**src/udp_usart_map.svh**
```systemverilog
`ifndef UDP_USART_MAP_SVH
`define UDP_USART_MAP_SVH

// Register byte addresses
`define UDP_ADDR_DATA 12'h000
`define UDP_ADDR_STAT 12'h004
`define UDP_ADDR_CTRL 12'h008
`define UDP_ADDR_FRAME 12'h00c
`define UDP_ADDR_BAUD 12'h010

// Status register A bit positions
`define UDP_SA_RX_DONE 7
`define UDP_SA_TX_DONE 6
`define UDP_SA_TX_EMPTY 5
`define UDP_SA_DBL 1

// Control register B bit positions
`define UDP_CB_TX_DONE_IE 6
`define UDP_CB_EMPTY_IE 5
`define UDP_CB_RX_EN 4
`define UDP_CB_TX_EN 3
`define UDP_CB_SIZE_HI 2
`define UDP_CB_RX_NINTH 1
`define UDP_CB_TX_NINTH 0

// Frame config register bit positions
`define UDP_FC_SYNC 6
`define UDP_FC_PAR_EN 5
`define UDP_FC_PAR_ODD 4
`define UDP_FC_STOP2 3
`define UDP_FC_SIZE_MSB 2
`define UDP_FC_SIZE_LSB 1

// Reset values
`define UDP_RST_CTRL 8'h00
`define UDP_RST_FRAME 8'h06
`define UDP_RST_BAUD 12'h000

// Character size codes and lengths
`define UDP_SIZE_5 3'h0
`define UDP_SIZE_6 3'h1
`define UDP_SIZE_7 3'h2
`define UDP_SIZE_9 3'h7
`define UDP_LEN_5 4'h5
`define UDP_LEN_6 4'h6
`define UDP_LEN_7 4'h7
`define UDP_LEN_8 4'h8
`define UDP_LEN_9 4'h9

// Oversampling: last phase index per bit, and mid-bit index
`define UDP_OVS_LAST_N 4'hf
`define UDP_OVS_LAST_D 4'h7
`define UDP_OVS_MID_N 4'h7
`define UDP_OVS_MID_D 4'h3

`endif

```
**src/udp_pkg.sv**
```systemverilog
package udp_pkg;

  typedef enum logic [1:0] {
    UDP_TX_IDLE = 2'b01,
    UDP_TX_BUSY = 2'b10
  } udp_tx_state_t;

  typedef enum logic [2:0] {
    UDP_RX_IDLE  = 3'b001,
    UDP_RX_START = 3'b010,
    UDP_RX_DATA  = 3'b100
  } udp_rx_state_t;

endpackage

```
**src/udp_usart.sv**
```systemverilog
// Decided for this implementation: the register addresses and the APB interface to the registers.
`timescale 1ns/1ps
`include "udp_usart_map.svh"

// Functional notes
// - Transmit enable makes the block drive the serial output pin.
// - Sync mode: transmitter shifts on the sync clock pin.
// - Writing the data register loads the transmit buffer and starts sending.
// - Buffer moves to shifter when idle or right after last stop bit.
// - Shifter sends a whole frame at baud divider or sync clock rate.
// - Unused upper data bits are ignored for short characters.
// - Nine-bit size sends the stored ninth bit as data bit eight.
// - Buffer-empty flag clears on data write, sets when moved to shifter.
// - Buffer-empty request is a level while enabled and buffer empty.
// - Complete flag sets when frame done and nothing waits in buffer.
// - Complete flag clears on request service or write of one.
// - Complete request raised while its enable and the flag are set.
// - Parity bit goes after last data bit, before first stop bit.
// - Transmit disable waits until buffer and shifter empty, then releases pin.
// - Receive enable makes the block own the serial input pin.
// - Sync mode: receiver samples on the sync clock pin.
// - Valid start bit starts reception; bits sampled until first stop.
// - Second stop bit is ignored by the receiver.
// - Completed frame moves from receive shifter into receive buffer.
// - Short characters read back with upper bits zero.
// - Frame is start low, data LSB first, parity, stop high; idle high.
// - Parity is xor of data bits, inverted for odd parity.
// - Divider is 16 or 8 times divisor plus one; 8 samples when doubled.
// - Receive complete flag shows unread data; cleared when receiver off.
module udp_usart
  import udp_pkg::*;
(
  input wire logic sys_clk, // System clock, 25 MHz
  input wire logic arst_n, // Async reset, active low
  input wire logic psel, // APB select
  input wire logic penable, // APB access phase
  input wire logic pwrite, // APB direction
  input wire logic [11:0] paddr, // APB byte address
  input wire logic [31:0] pwdata, // APB write data
  output logic [31:0] prdata, // APB read data
  output logic pready, // APB ready
  output logic pslverr, // APB error on unmapped address
  output logic txd_out, // Serial output level
  output logic txd_oe, // Serial output pin owned
  input wire logic rxd_in, // Serial input level
  output logic rxd_owned, // Serial input pin owned
  input wire logic xck_in, // Sync clock pin input
  input wire logic txc_irq_ack, // Complete request serviced
  output logic irq_buf_empty, // Buffer-empty request, level
  output logic irq_tx_done // Complete request, level
);

  // Software-visible configuration
  logic [7:0] ctrl_b;
  logic [7:0] frame_cfg;
  logic [11:0] baud_div;
  logic double_speed_bit;

  // Transmit path
  udp_tx_state_t tx_state;
  udp_tx_state_t next_tx_state;
  logic [8:0] tx_buf;
  logic tx_buf_full;
  logic [12:0] tx_shift;
  logic [3:0] tx_left;
  logic [3:0] tx_phase;
  logic txc_flag;

  // Receive path
  udp_rx_state_t rx_state;
  udp_rx_state_t next_rx_state;
  logic [3:0] rx_phase;
  logic [3:0] rx_idx;
  logic [8:0] rx_sh;
  logic [8:0] rx_buf;
  logic rx_full;

  // Baud divider and sync clock edge detect
  logic [11:0] baud_cnt;
  logic xck_s1;
  logic xck_s2;
  logic xck_s3;

  // APB decode
  wire setup = psel & ~penable;
  wire acc_done = psel & penable & pready;
  wire wr = acc_done & pwrite;
  wire rd = acc_done & ~pwrite;
  wire sel_data = (paddr == `UDP_ADDR_DATA);
  wire sel_stat = (paddr == `UDP_ADDR_STAT);
  wire sel_ctrl = (paddr == `UDP_ADDR_CTRL);
  wire sel_frame = (paddr == `UDP_ADDR_FRAME);
  wire sel_baud = (paddr == `UDP_ADDR_BAUD);
  wire mapped = sel_data | sel_stat | sel_ctrl | sel_frame | sel_baud;
  wire wr_data = wr & sel_data;
  wire rd_data = rd & sel_data;
  wire wr_stat = wr & sel_stat;

  // Configuration fields
  wire transmit_enable_bit = ctrl_b[`UDP_CB_TX_EN];
  wire receive_enable_bit = ctrl_b[`UDP_CB_RX_EN];
  wire buffer_empty_irq_enable = ctrl_b[`UDP_CB_EMPTY_IE];
  wire transmit_complete_irq_enable = ctrl_b[`UDP_CB_TX_DONE_IE];
  wire transmit_ninth_bit = ctrl_b[`UDP_CB_TX_NINTH];
  wire sync_mode = frame_cfg[`UDP_FC_SYNC];
  wire parity_enable_bit = frame_cfg[`UDP_FC_PAR_EN];
  wire parity_odd_select = frame_cfg[`UDP_FC_PAR_ODD];
  wire stop_bits_select = frame_cfg[`UDP_FC_STOP2];
  wire [2:0] character_size_field = {ctrl_b[`UDP_CB_SIZE_HI],
    frame_cfg[`UDP_FC_SIZE_MSB:`UDP_FC_SIZE_LSB]};

  // Data length; reserved size codes fall back to eight bits
  wire [3:0] char_len =
    (character_size_field == `UDP_SIZE_5) ? `UDP_LEN_5 :
    (character_size_field == `UDP_SIZE_6) ? `UDP_LEN_6 :
    (character_size_field == `UDP_SIZE_7) ? `UDP_LEN_7 :
    (character_size_field == `UDP_SIZE_9) ? `UDP_LEN_9 : `UDP_LEN_8;

  // Oversampling window: 16 phases per bit, 8 when doubled
  wire [3:0] bit_last = double_speed_bit ? `UDP_OVS_LAST_D
                                         : `UDP_OVS_LAST_N;
  wire [3:0] bit_mid = double_speed_bit ? `UDP_OVS_MID_D
                                        : `UDP_OVS_MID_N;
  wire baud_tick = (baud_cnt == `UDP_RST_BAUD);

  // Only synchronised stages feed the edge detector
  wire xck_rise = xck_s2 & ~xck_s3;
  wire xck_fall = ~xck_s2 & xck_s3;

  // Frame assembly from the buffer
  logic [11:0] tx_data_m;
  logic [12:0] frame_next;
  wire tx_par = (^tx_data_m) ^ parity_odd_select;
  wire [3:0] stop_cnt = stop_bits_select ? 4'h2 : 4'h1;
  wire [3:0] tx_frame_len = 4'h1 + char_len + {3'h0, parity_enable_bit}
                          + stop_cnt;

  assign frame_next[0] = 1'b0; // Start bit low
  genvar g;
  generate
    for (g = 0; g < 12; g = g + 1) begin : g_frame
      if (g < 9) begin : g_dat
        // Bits above the character size are dropped
        assign tx_data_m[g] = (4'(g) < char_len) & tx_buf[g];
      end else begin : g_pad
        assign tx_data_m[g] = 1'b0;
      end
      // Data LSB first, then parity, then stop ones
      assign frame_next[g + 1] = (4'(g) < char_len) ? tx_data_m[g] :
        (parity_enable_bit && 4'(g) == char_len) ? tx_par : 1'b1;
    end
  endgenerate

  // Transmit bit timing: divider phases or sync clock edges
  wire tx_strobe = sync_mode ? xck_rise
                 : (baud_tick && tx_phase == bit_last);
  wire tx_busy = (tx_state == UDP_TX_BUSY);
  wire tx_frame_end = tx_busy & tx_strobe & (tx_left == 4'h1);
  wire tx_load = tx_buf_full & (~tx_busy | tx_frame_end);
  // Pin stays owned until buffer and shifter drain
  wire next_txd_oe = transmit_enable_bit | tx_busy | tx_buf_full
                   | wr_data;

  // Receive bit timing and frame end
  wire rx_sample = sync_mode ? xck_fall
                 : (baud_tick && rx_phase == bit_last);
  wire [3:0] rx_stop_idx = char_len + {3'h0, parity_enable_bit};
  wire rx_in_data = (rx_state == UDP_RX_DATA);
  // Only the first stop bit is sampled
  wire rx_done = rx_in_data & rx_sample & (rx_idx == rx_stop_idx);
  // Align shifted data to bit 0; upper bits come out zero
  wire [8:0] rx_aligned = rx_sh >> (4'h9 - char_len);

  // Read mux
  wire [7:0] stat_rd = {rx_full, txc_flag, ~tx_buf_full, 3'h0,
                        double_speed_bit, 1'b0};
  wire [7:0] ctrl_rd = {ctrl_b[7:2], rx_buf[8], ctrl_b[0]};
  wire [31:0] rd_word =
    sel_data ? {23'h0, rx_buf} & 32'h0000_00ff :
    sel_stat ? {24'h0, stat_rd} :
    sel_ctrl ? {24'h0, ctrl_rd} :
    sel_frame ? {24'h0, frame_cfg} :
    sel_baud ? {20'h0, baud_div} : 32'h0;

  // APB slave: no wait state; every output is registered from the setup phase
  always_ff @(posedge sys_clk or negedge arst_n) begin
    if (!arst_n) begin
      pready <= 1'b0;
      pslverr <= 1'b0;
      prdata <= 32'h0;
    end else begin
      pready <= setup;
      pslverr <= setup & ~mapped;
      prdata <= setup ? rd_word : 32'h0;
    end
  end

  // Configuration registers
  always_ff @(posedge sys_clk or negedge arst_n) begin
    if (!arst_n) begin
      ctrl_b <= `UDP_RST_CTRL;
      frame_cfg <= `UDP_RST_FRAME;
      baud_div <= `UDP_RST_BAUD;
      double_speed_bit <= 1'b0;
    end else begin
      if (wr & sel_ctrl)
        ctrl_b <= pwdata[7:0];
      if (wr & sel_frame)
        frame_cfg <= pwdata[7:0];
      if (wr & sel_baud)
        baud_div <= pwdata[11:0];
      if (wr_stat)
        double_speed_bit <= pwdata[`UDP_SA_DBL];
    end
  end

  // Baud divider: one tick per divisor+1 clocks
  always_ff @(posedge sys_clk or negedge arst_n) begin
    if (!arst_n)
      baud_cnt <= `UDP_RST_BAUD;
    else
      baud_cnt <= baud_tick ? baud_div : baud_cnt - 12'h1;
  end

  // Sync clock pin synchroniser; first stage read only by second
  always_ff @(posedge sys_clk or negedge arst_n) begin
    if (!arst_n) begin
      xck_s1 <= 1'b0;
      xck_s2 <= 1'b0;
      xck_s3 <= 1'b0;
    end else begin
      xck_s1 <= xck_in;
      xck_s2 <= xck_s1;
      xck_s3 <= xck_s2;
    end
  end

  // Transmit state
  always_comb begin
    case (tx_state)
      UDP_TX_IDLE: next_tx_state = tx_load ? UDP_TX_BUSY : UDP_TX_IDLE;
      UDP_TX_BUSY: next_tx_state = (tx_frame_end && !tx_load)
                                   ? UDP_TX_IDLE : UDP_TX_BUSY;
      default: next_tx_state = UDP_TX_IDLE;
    endcase
  end

  // Transmit buffer; a write racing a load refills it
  always_ff @(posedge sys_clk or negedge arst_n) begin
    if (!arst_n) begin
      tx_buf <= 9'h0;
      tx_buf_full <= 1'b0; // Empty after reset
    end else begin
      if (wr_data)
        tx_buf <= {transmit_ninth_bit, pwdata[7:0]};
      tx_buf_full <= wr_data | (tx_buf_full & ~tx_load);
    end
  end

  // Shift register and line driver
  always_ff @(posedge sys_clk or negedge arst_n) begin
    if (!arst_n) begin
      tx_state <= UDP_TX_IDLE;
      tx_shift <= 13'h1fff;
      tx_left <= 4'h0;
      tx_phase <= 4'h0;
      txd_out <= 1'b1;
      txd_oe <= 1'b0;
    end else begin
      tx_state <= next_tx_state;
      txd_oe <= next_txd_oe;
      if (tx_load || (baud_tick && tx_phase == bit_last))
        tx_phase <= 4'h0;
      else if (baud_tick)
        tx_phase <= tx_phase + 4'h1;
      if (tx_load) begin
        tx_shift <= frame_next;
        tx_left <= tx_frame_len;
        txd_out <= frame_next[0];
      end else if (tx_frame_end) begin
        txd_out <= 1'b1; // Idle high between frames
      end else if (tx_busy && tx_strobe) begin
        tx_shift <= {1'b1, tx_shift[12:1]};
        tx_left <= tx_left - 4'h1;
        txd_out <= tx_shift[1];
      end
    end
  end

  // Complete flag: set wins over both clears
  always_ff @(posedge sys_clk or negedge arst_n) begin
    if (!arst_n)
      txc_flag <= 1'b0;
    else if (tx_frame_end && !tx_buf_full)
      txc_flag <= 1'b1;
    else if (txc_irq_ack || (wr_stat && pwdata[`UDP_SA_TX_DONE]))
      txc_flag <= 1'b0;
  end

  // Interrupt request levels
  always_ff @(posedge sys_clk or negedge arst_n) begin
    if (!arst_n) begin
      irq_buf_empty <= 1'b0;
      irq_tx_done <= 1'b0;
    end else begin
      irq_buf_empty <= buffer_empty_irq_enable & ~tx_buf_full;
      irq_tx_done <= transmit_complete_irq_enable & txc_flag;
    end
  end

  // Receive state; disabling the receiver aborts at once
  always_comb begin
    case (rx_state)
      UDP_RX_IDLE:
        if (!receive_enable_bit || rxd_in)
          next_rx_state = UDP_RX_IDLE;
        else if (sync_mode)
          next_rx_state = xck_fall ? UDP_RX_DATA : UDP_RX_IDLE;
        else
          next_rx_state = UDP_RX_START;
      UDP_RX_START:
        // Start is valid only if still low at mid-bit
        if (!receive_enable_bit || (baud_tick && rx_phase == bit_mid
            && rxd_in))
          next_rx_state = UDP_RX_IDLE;
        else if (baud_tick && rx_phase == bit_mid)
          next_rx_state = UDP_RX_DATA;
        else
          next_rx_state = UDP_RX_START;
      UDP_RX_DATA:
        next_rx_state = (!receive_enable_bit || rx_done)
                        ? UDP_RX_IDLE : UDP_RX_DATA;
      default: next_rx_state = UDP_RX_IDLE;
    endcase
  end

  // Receive shifter: phase counts from mid start bit
  always_ff @(posedge sys_clk or negedge arst_n) begin
    if (!arst_n) begin
      rx_state <= UDP_RX_IDLE;
      rx_phase <= 4'h0;
      rx_idx <= 4'h0;
      rx_sh <= 9'h0;
      rxd_owned <= 1'b0;
    end else begin
      rx_state <= next_rx_state;
      rxd_owned <= receive_enable_bit;
      if (next_rx_state != rx_state || rx_sample)
        rx_phase <= 4'h0;
      else if (baud_tick)
        rx_phase <= rx_phase + 4'h1;
      if (!rx_in_data) begin
        rx_idx <= 4'h0;
        rx_sh <= 9'h0;
      end else if (rx_sample) begin
        rx_idx <= rx_idx + 4'h1;
        if (rx_idx < char_len)
          rx_sh <= {rxd_in, rx_sh[8:1]};
      end
    end
  end

  // Receive buffer; new frame wins over a read
  always_ff @(posedge sys_clk or negedge arst_n) begin
    if (!arst_n) begin
      rx_buf <= 9'h0;
      rx_full <= 1'b0;
    end else begin
      if (rx_done)
        rx_buf <= rx_aligned;
      if (!receive_enable_bit)
        rx_full <= 1'b0; // Flushed when off
      else if (rx_done)
        rx_full <= 1'b1;
      else if (rd_data)
        rx_full <= 1'b0;
    end
  end
endmodule // udp_usart

```
**config.mk**
```make
export PLATFORM = sky130hd
export DESIGN_NAME = udp_usart
export DESIGN_NICKNAME = d
export VERILOG_FILES = /design/src/udp_pkg.sv /design/src/udp_usart.sv
export VERILOG_INCLUDE_DIRS = /design/src
export SDC_FILE = /design/constraint.sdc
export NUM_CORES = 1
export LEC_CHECK = 0
export BUFFER_PORTS_ARGS = -buffer_cell sky130_fd_sc_hd__buf_2
export CORE_UTILIZATION = 45
export DETAILED_ROUTE_END_ITERATION = 8
export GPL_ROUTABILITY_DRIVEN = 0
export GPL_TIMING_DRIVEN = 0
export HOLD_SLACK_MARGIN = 0.15
export SLEW_MARGIN = 20
export SYNTH_ARGS = -nofsm -noshare
export SYNTH_HDL_FRONTEND = slang
export SYNTH_SLANG_ARGS = --single-unit
```
**constraint.sdc**
```tcl
create_clock -name sys_clk -period 4.5 [get_ports sys_clk]
set_input_delay 0.225 -clock sys_clk [delete_from_list [all_inputs] [get_ports sys_clk]]
set_output_delay 0.225 -clock sys_clk [all_outputs]
set_load 0.005 [all_outputs]
```
==> results_dict.tcl <==
set metrics [dict create \
    cp.required_ns 4.82 \
    cts_buffer_depth 2 \
    synthDistinctLibCells 66 \
    period_needed_ns 3.47 \
    fin_util_pct 54.8 \
    grt_pass1_wl_um 28100 \
    leakagePower_uw 0.00388 \
    syn_inst 705 \
    p_per_area_nw_per_um2 365 \
    syn_to_final_growth_pct 19.5 \
    cp_max_fo 10 \
    synth_area_per_cell_um2 9.85 \
    slew_headroom_pct 29.6 \
    gr-total-overflow 0 \
    crit_path_end_kind "register" \
    hold_path_class "in2reg" \
    port_buffers 50 \
    setup_ws_ns 1.03 \
    drv_cap 0 \
    yosys_warnings 0 \
    skew_ns 0.00682 \
    fillers 1378 \
    yosys.area.top_type "dfrtp_1" \
    ff2ff_path_depth 10 \
    synth_edf_count 0 \
    drv_slew 0 \
    antenna_found_initial 0 \
    die_h_um 126 \
    start_kind "register" \
    startpoint "ctrl_b[2]$_DFFE_PN0P_" \
    vias 5673 \
    pwr-share-seq_pct 42.9 \
    final_nets 883 \
    hold_violations 0 \
    track_usage_pct 23.0 \
    async_flop_share_pct 100 \
    synthFlopType "dfrtp_1" \
    grt_max_degree 73 \
    die-area_um2 15900 \
    switching_share_pct 26.4 \
    p_comb_share_pct 11.0 \
    syn_area_um2 6940 \
    postRouteAntennaNets 0 \
    seq_area_frac_synth_pct 45.4 \
    irDropWorstVdd_mv 0.275 \
    wl_um 17700 \
    clk_pin_slew_worst_paths_ns 0.06 \
    power_frac_clock_pct 46.1 \
    wire_per_inst_um 17.5 \
    grt_pass1_vias 5394 \
    power.net_switching_uw 798 \
    via_per_inst 5.61 \
    rows 45 \
    synth_area_leaders "dfrtp_1 (39%), mux2_2 (7.1%), dfstp_2 (6.4%), nand2_1 (4.0%), ha_1 (3.6%)" \
    worst_pin_slew_ns 1.04 \
    period_share_pct 77.2 \
    ctsHtreeMaxLevel 4 \
    post_cts_resized 0 \
    fmax_mhz 288 \
    intPower_uw 2220 \
    worstReg2RegEnd "tx_shift[10]$_DFFE_PN1P_" \
    layout_commonest_cell "dfrtp_1" \
    crit_arrival_ns 3.79 \
    ys_ff_latch 125 \
    worst-setup-path-type "reg2reg" \
    rsz0062_at_grt "no" \
    cts_root_buf "clkbuf_16" \
    synth.top_cell.area_share_pct 38.9 \
    first_pass_iters 5 \
    place_ws_ns 1.10 \
    tritoncts "done" \
    dpl.hpwl_um 12900 \
    coreArea_um2 15100 \
    postPlaceCellArea_um2 7530 \
    setup_viol 0 \
    drc 0 \
    start_util_pct 45.8 \
    rrSetupSlack_ns 1.03 \
    outcome "finished clean" \
    ioPinCount 91 \
    crit_end "tx_shift[10]$_DFFE_PN1P_" \
    diodes 0 \
    finish.instance_area_um2 8290 \
    drive_gt1_share_pct 22.7 \
    drtIter0Drc 598 \
    final_cell_mix "dfrtp_1 (108), nand2_1 (74), nor2_1 (62), buf_2 (55), mux2_2 (44)" \
    finalSetupTns_ns 0 \
    r2r-start "ctrl_b[2]$_DFFE_PN0P_" \
    numCtsBuffers 17 \
    clock_latency_ns 0.42 \
    clkSinkCount 125 \
    die_x_um 126 \
]
## per-layer routing
metal / vias to the layer above / share of wire, % / global-route usage (%)
li1: 2669 / - / -
met1: 2815 / 44 / 30.1
met2: 165 / 50 / 38.2
met3: 24 / 5.1 / 4.84
met4: 0 / 1.5 / 7.44
met5: - / 0 / 0
## synth_stat cells (8+ instances only)
cell type / n
clkbuf_1: 26
nand3_1: 31
dfrtp_1: 108
buf_4: 21
nor2_1: 62
nand2b_1: 8
xor2_1: 9
mux2i_1: 18
inv_1: 24
a21oi_1: 34
o21ai_0: 33
xnor2_1: 16
a22oi_1: 8
nand2_1: 74
mux2_2: 44
ha_1: 20
dfstp_2: 17
nor2b_1: 14
nor3_1: 16
## flip-flops by register name (all words and copies together), names as in the netlist, 2 cells and up
signal and count:
frame_cfg 8, rx_idx 4, tx_buf 9, baud_cnt 12
baud_div 12, rx_sh 9, ctrl_b 7, rx_buf 9
prdata 12, tx_phase 4, tx_left 4, tx_state 2
rx_state 3, rx_phase 4, tx_shift 12
## worst min-delay path by stage
stage                   from                 endpoint  slack [ns]  cells past startpoint
floorplan             arst_n    baud_cnt[0]$_DFF_PN0_       -0.07                      0
detailed placement    arst_n  irq_buf_empty$_DFF_PN0_        0.30                      1
finish              paddr[4]      prdata[5]$_DFF_PN0_        0.24                      4
global placement      xck_in         xck_s1$_DFF_PN0_        0.33                      1
CTS                 paddr[4]      prdata[5]$_DFF_PN0_        0.23                      4
global route          pwrite      rx_full$_DFFE_PN0P_        0.26                      5
## critical path, cell delays in order, from the launching register on
cell      delay (ns)
dfrtp_1         0.49
clkbuf_1        0.39
clkbuf_1        0.48
nand2b_1        0.21
ha_1            0.33
a21boi_0        0.18
o21ai_0         0.23
xnor2_1         0.17
xnor3_2         0.48
o311ai_2        0.26
o311ai_1        0.14
## layout make-up
cell class | count | area [um^2] | area share (%)
plain buffers | 56 | 312 | 3.76
flip-flops and latches | 125 | 3150 | 38.0
well taps | 188 | 235 | 2.84
multi-input cells | 519 | 3460 | 41.7
repair buffers | 67 | 444 | 5.36
inverters | 24 | 90.1 | 1.09
clock buffers | 21 | 470 | 5.67
clock inverters | 11 | 131 | 1.58
## power groups by stage
stage	clock (uW)	combinational (uW)	sequential, uW
floorplan	0	223	1300
global placement	0	299	1310
detailed placement	0	320	1320
CTS	1410	333	1300
global route	1470	377	1310
finish	1390	331	1300
## repair_timing
item | in CTS | in global routing
hold endpoints to repair | 101 | 0
hold buffers | 16 | 0
setup buffers | 0 | 0
setup endpoints to repair | 0 | 0
## cell families after synthesis
logic type	after synthesis	share of synthesized area [%]
AND/OR/NAND/NOR	251	17.6
flip-flops	125	45.4
AO/OA/AOI/OAI	135	12.7
other	1	0.0540
buffers and inverters	80	5.79
XOR/XNOR	26	3.50
multiplexers	66	11.0
adder cells (fa/ha/maj)	21	3.89
## metrics by stage
step,instances,total power [uW],hold slack (ns)
2_1_floorplan,724,1520,-0.0706
3_3_place_gp,962,1610,0.335
3_5_place_dp,963,1640,0.296
4_1_cts,1011,3040,0.226
5_1_grt,1011,3150,0.262
6_report,1011,3020,0.235
(Power assumes the default switching activity.)
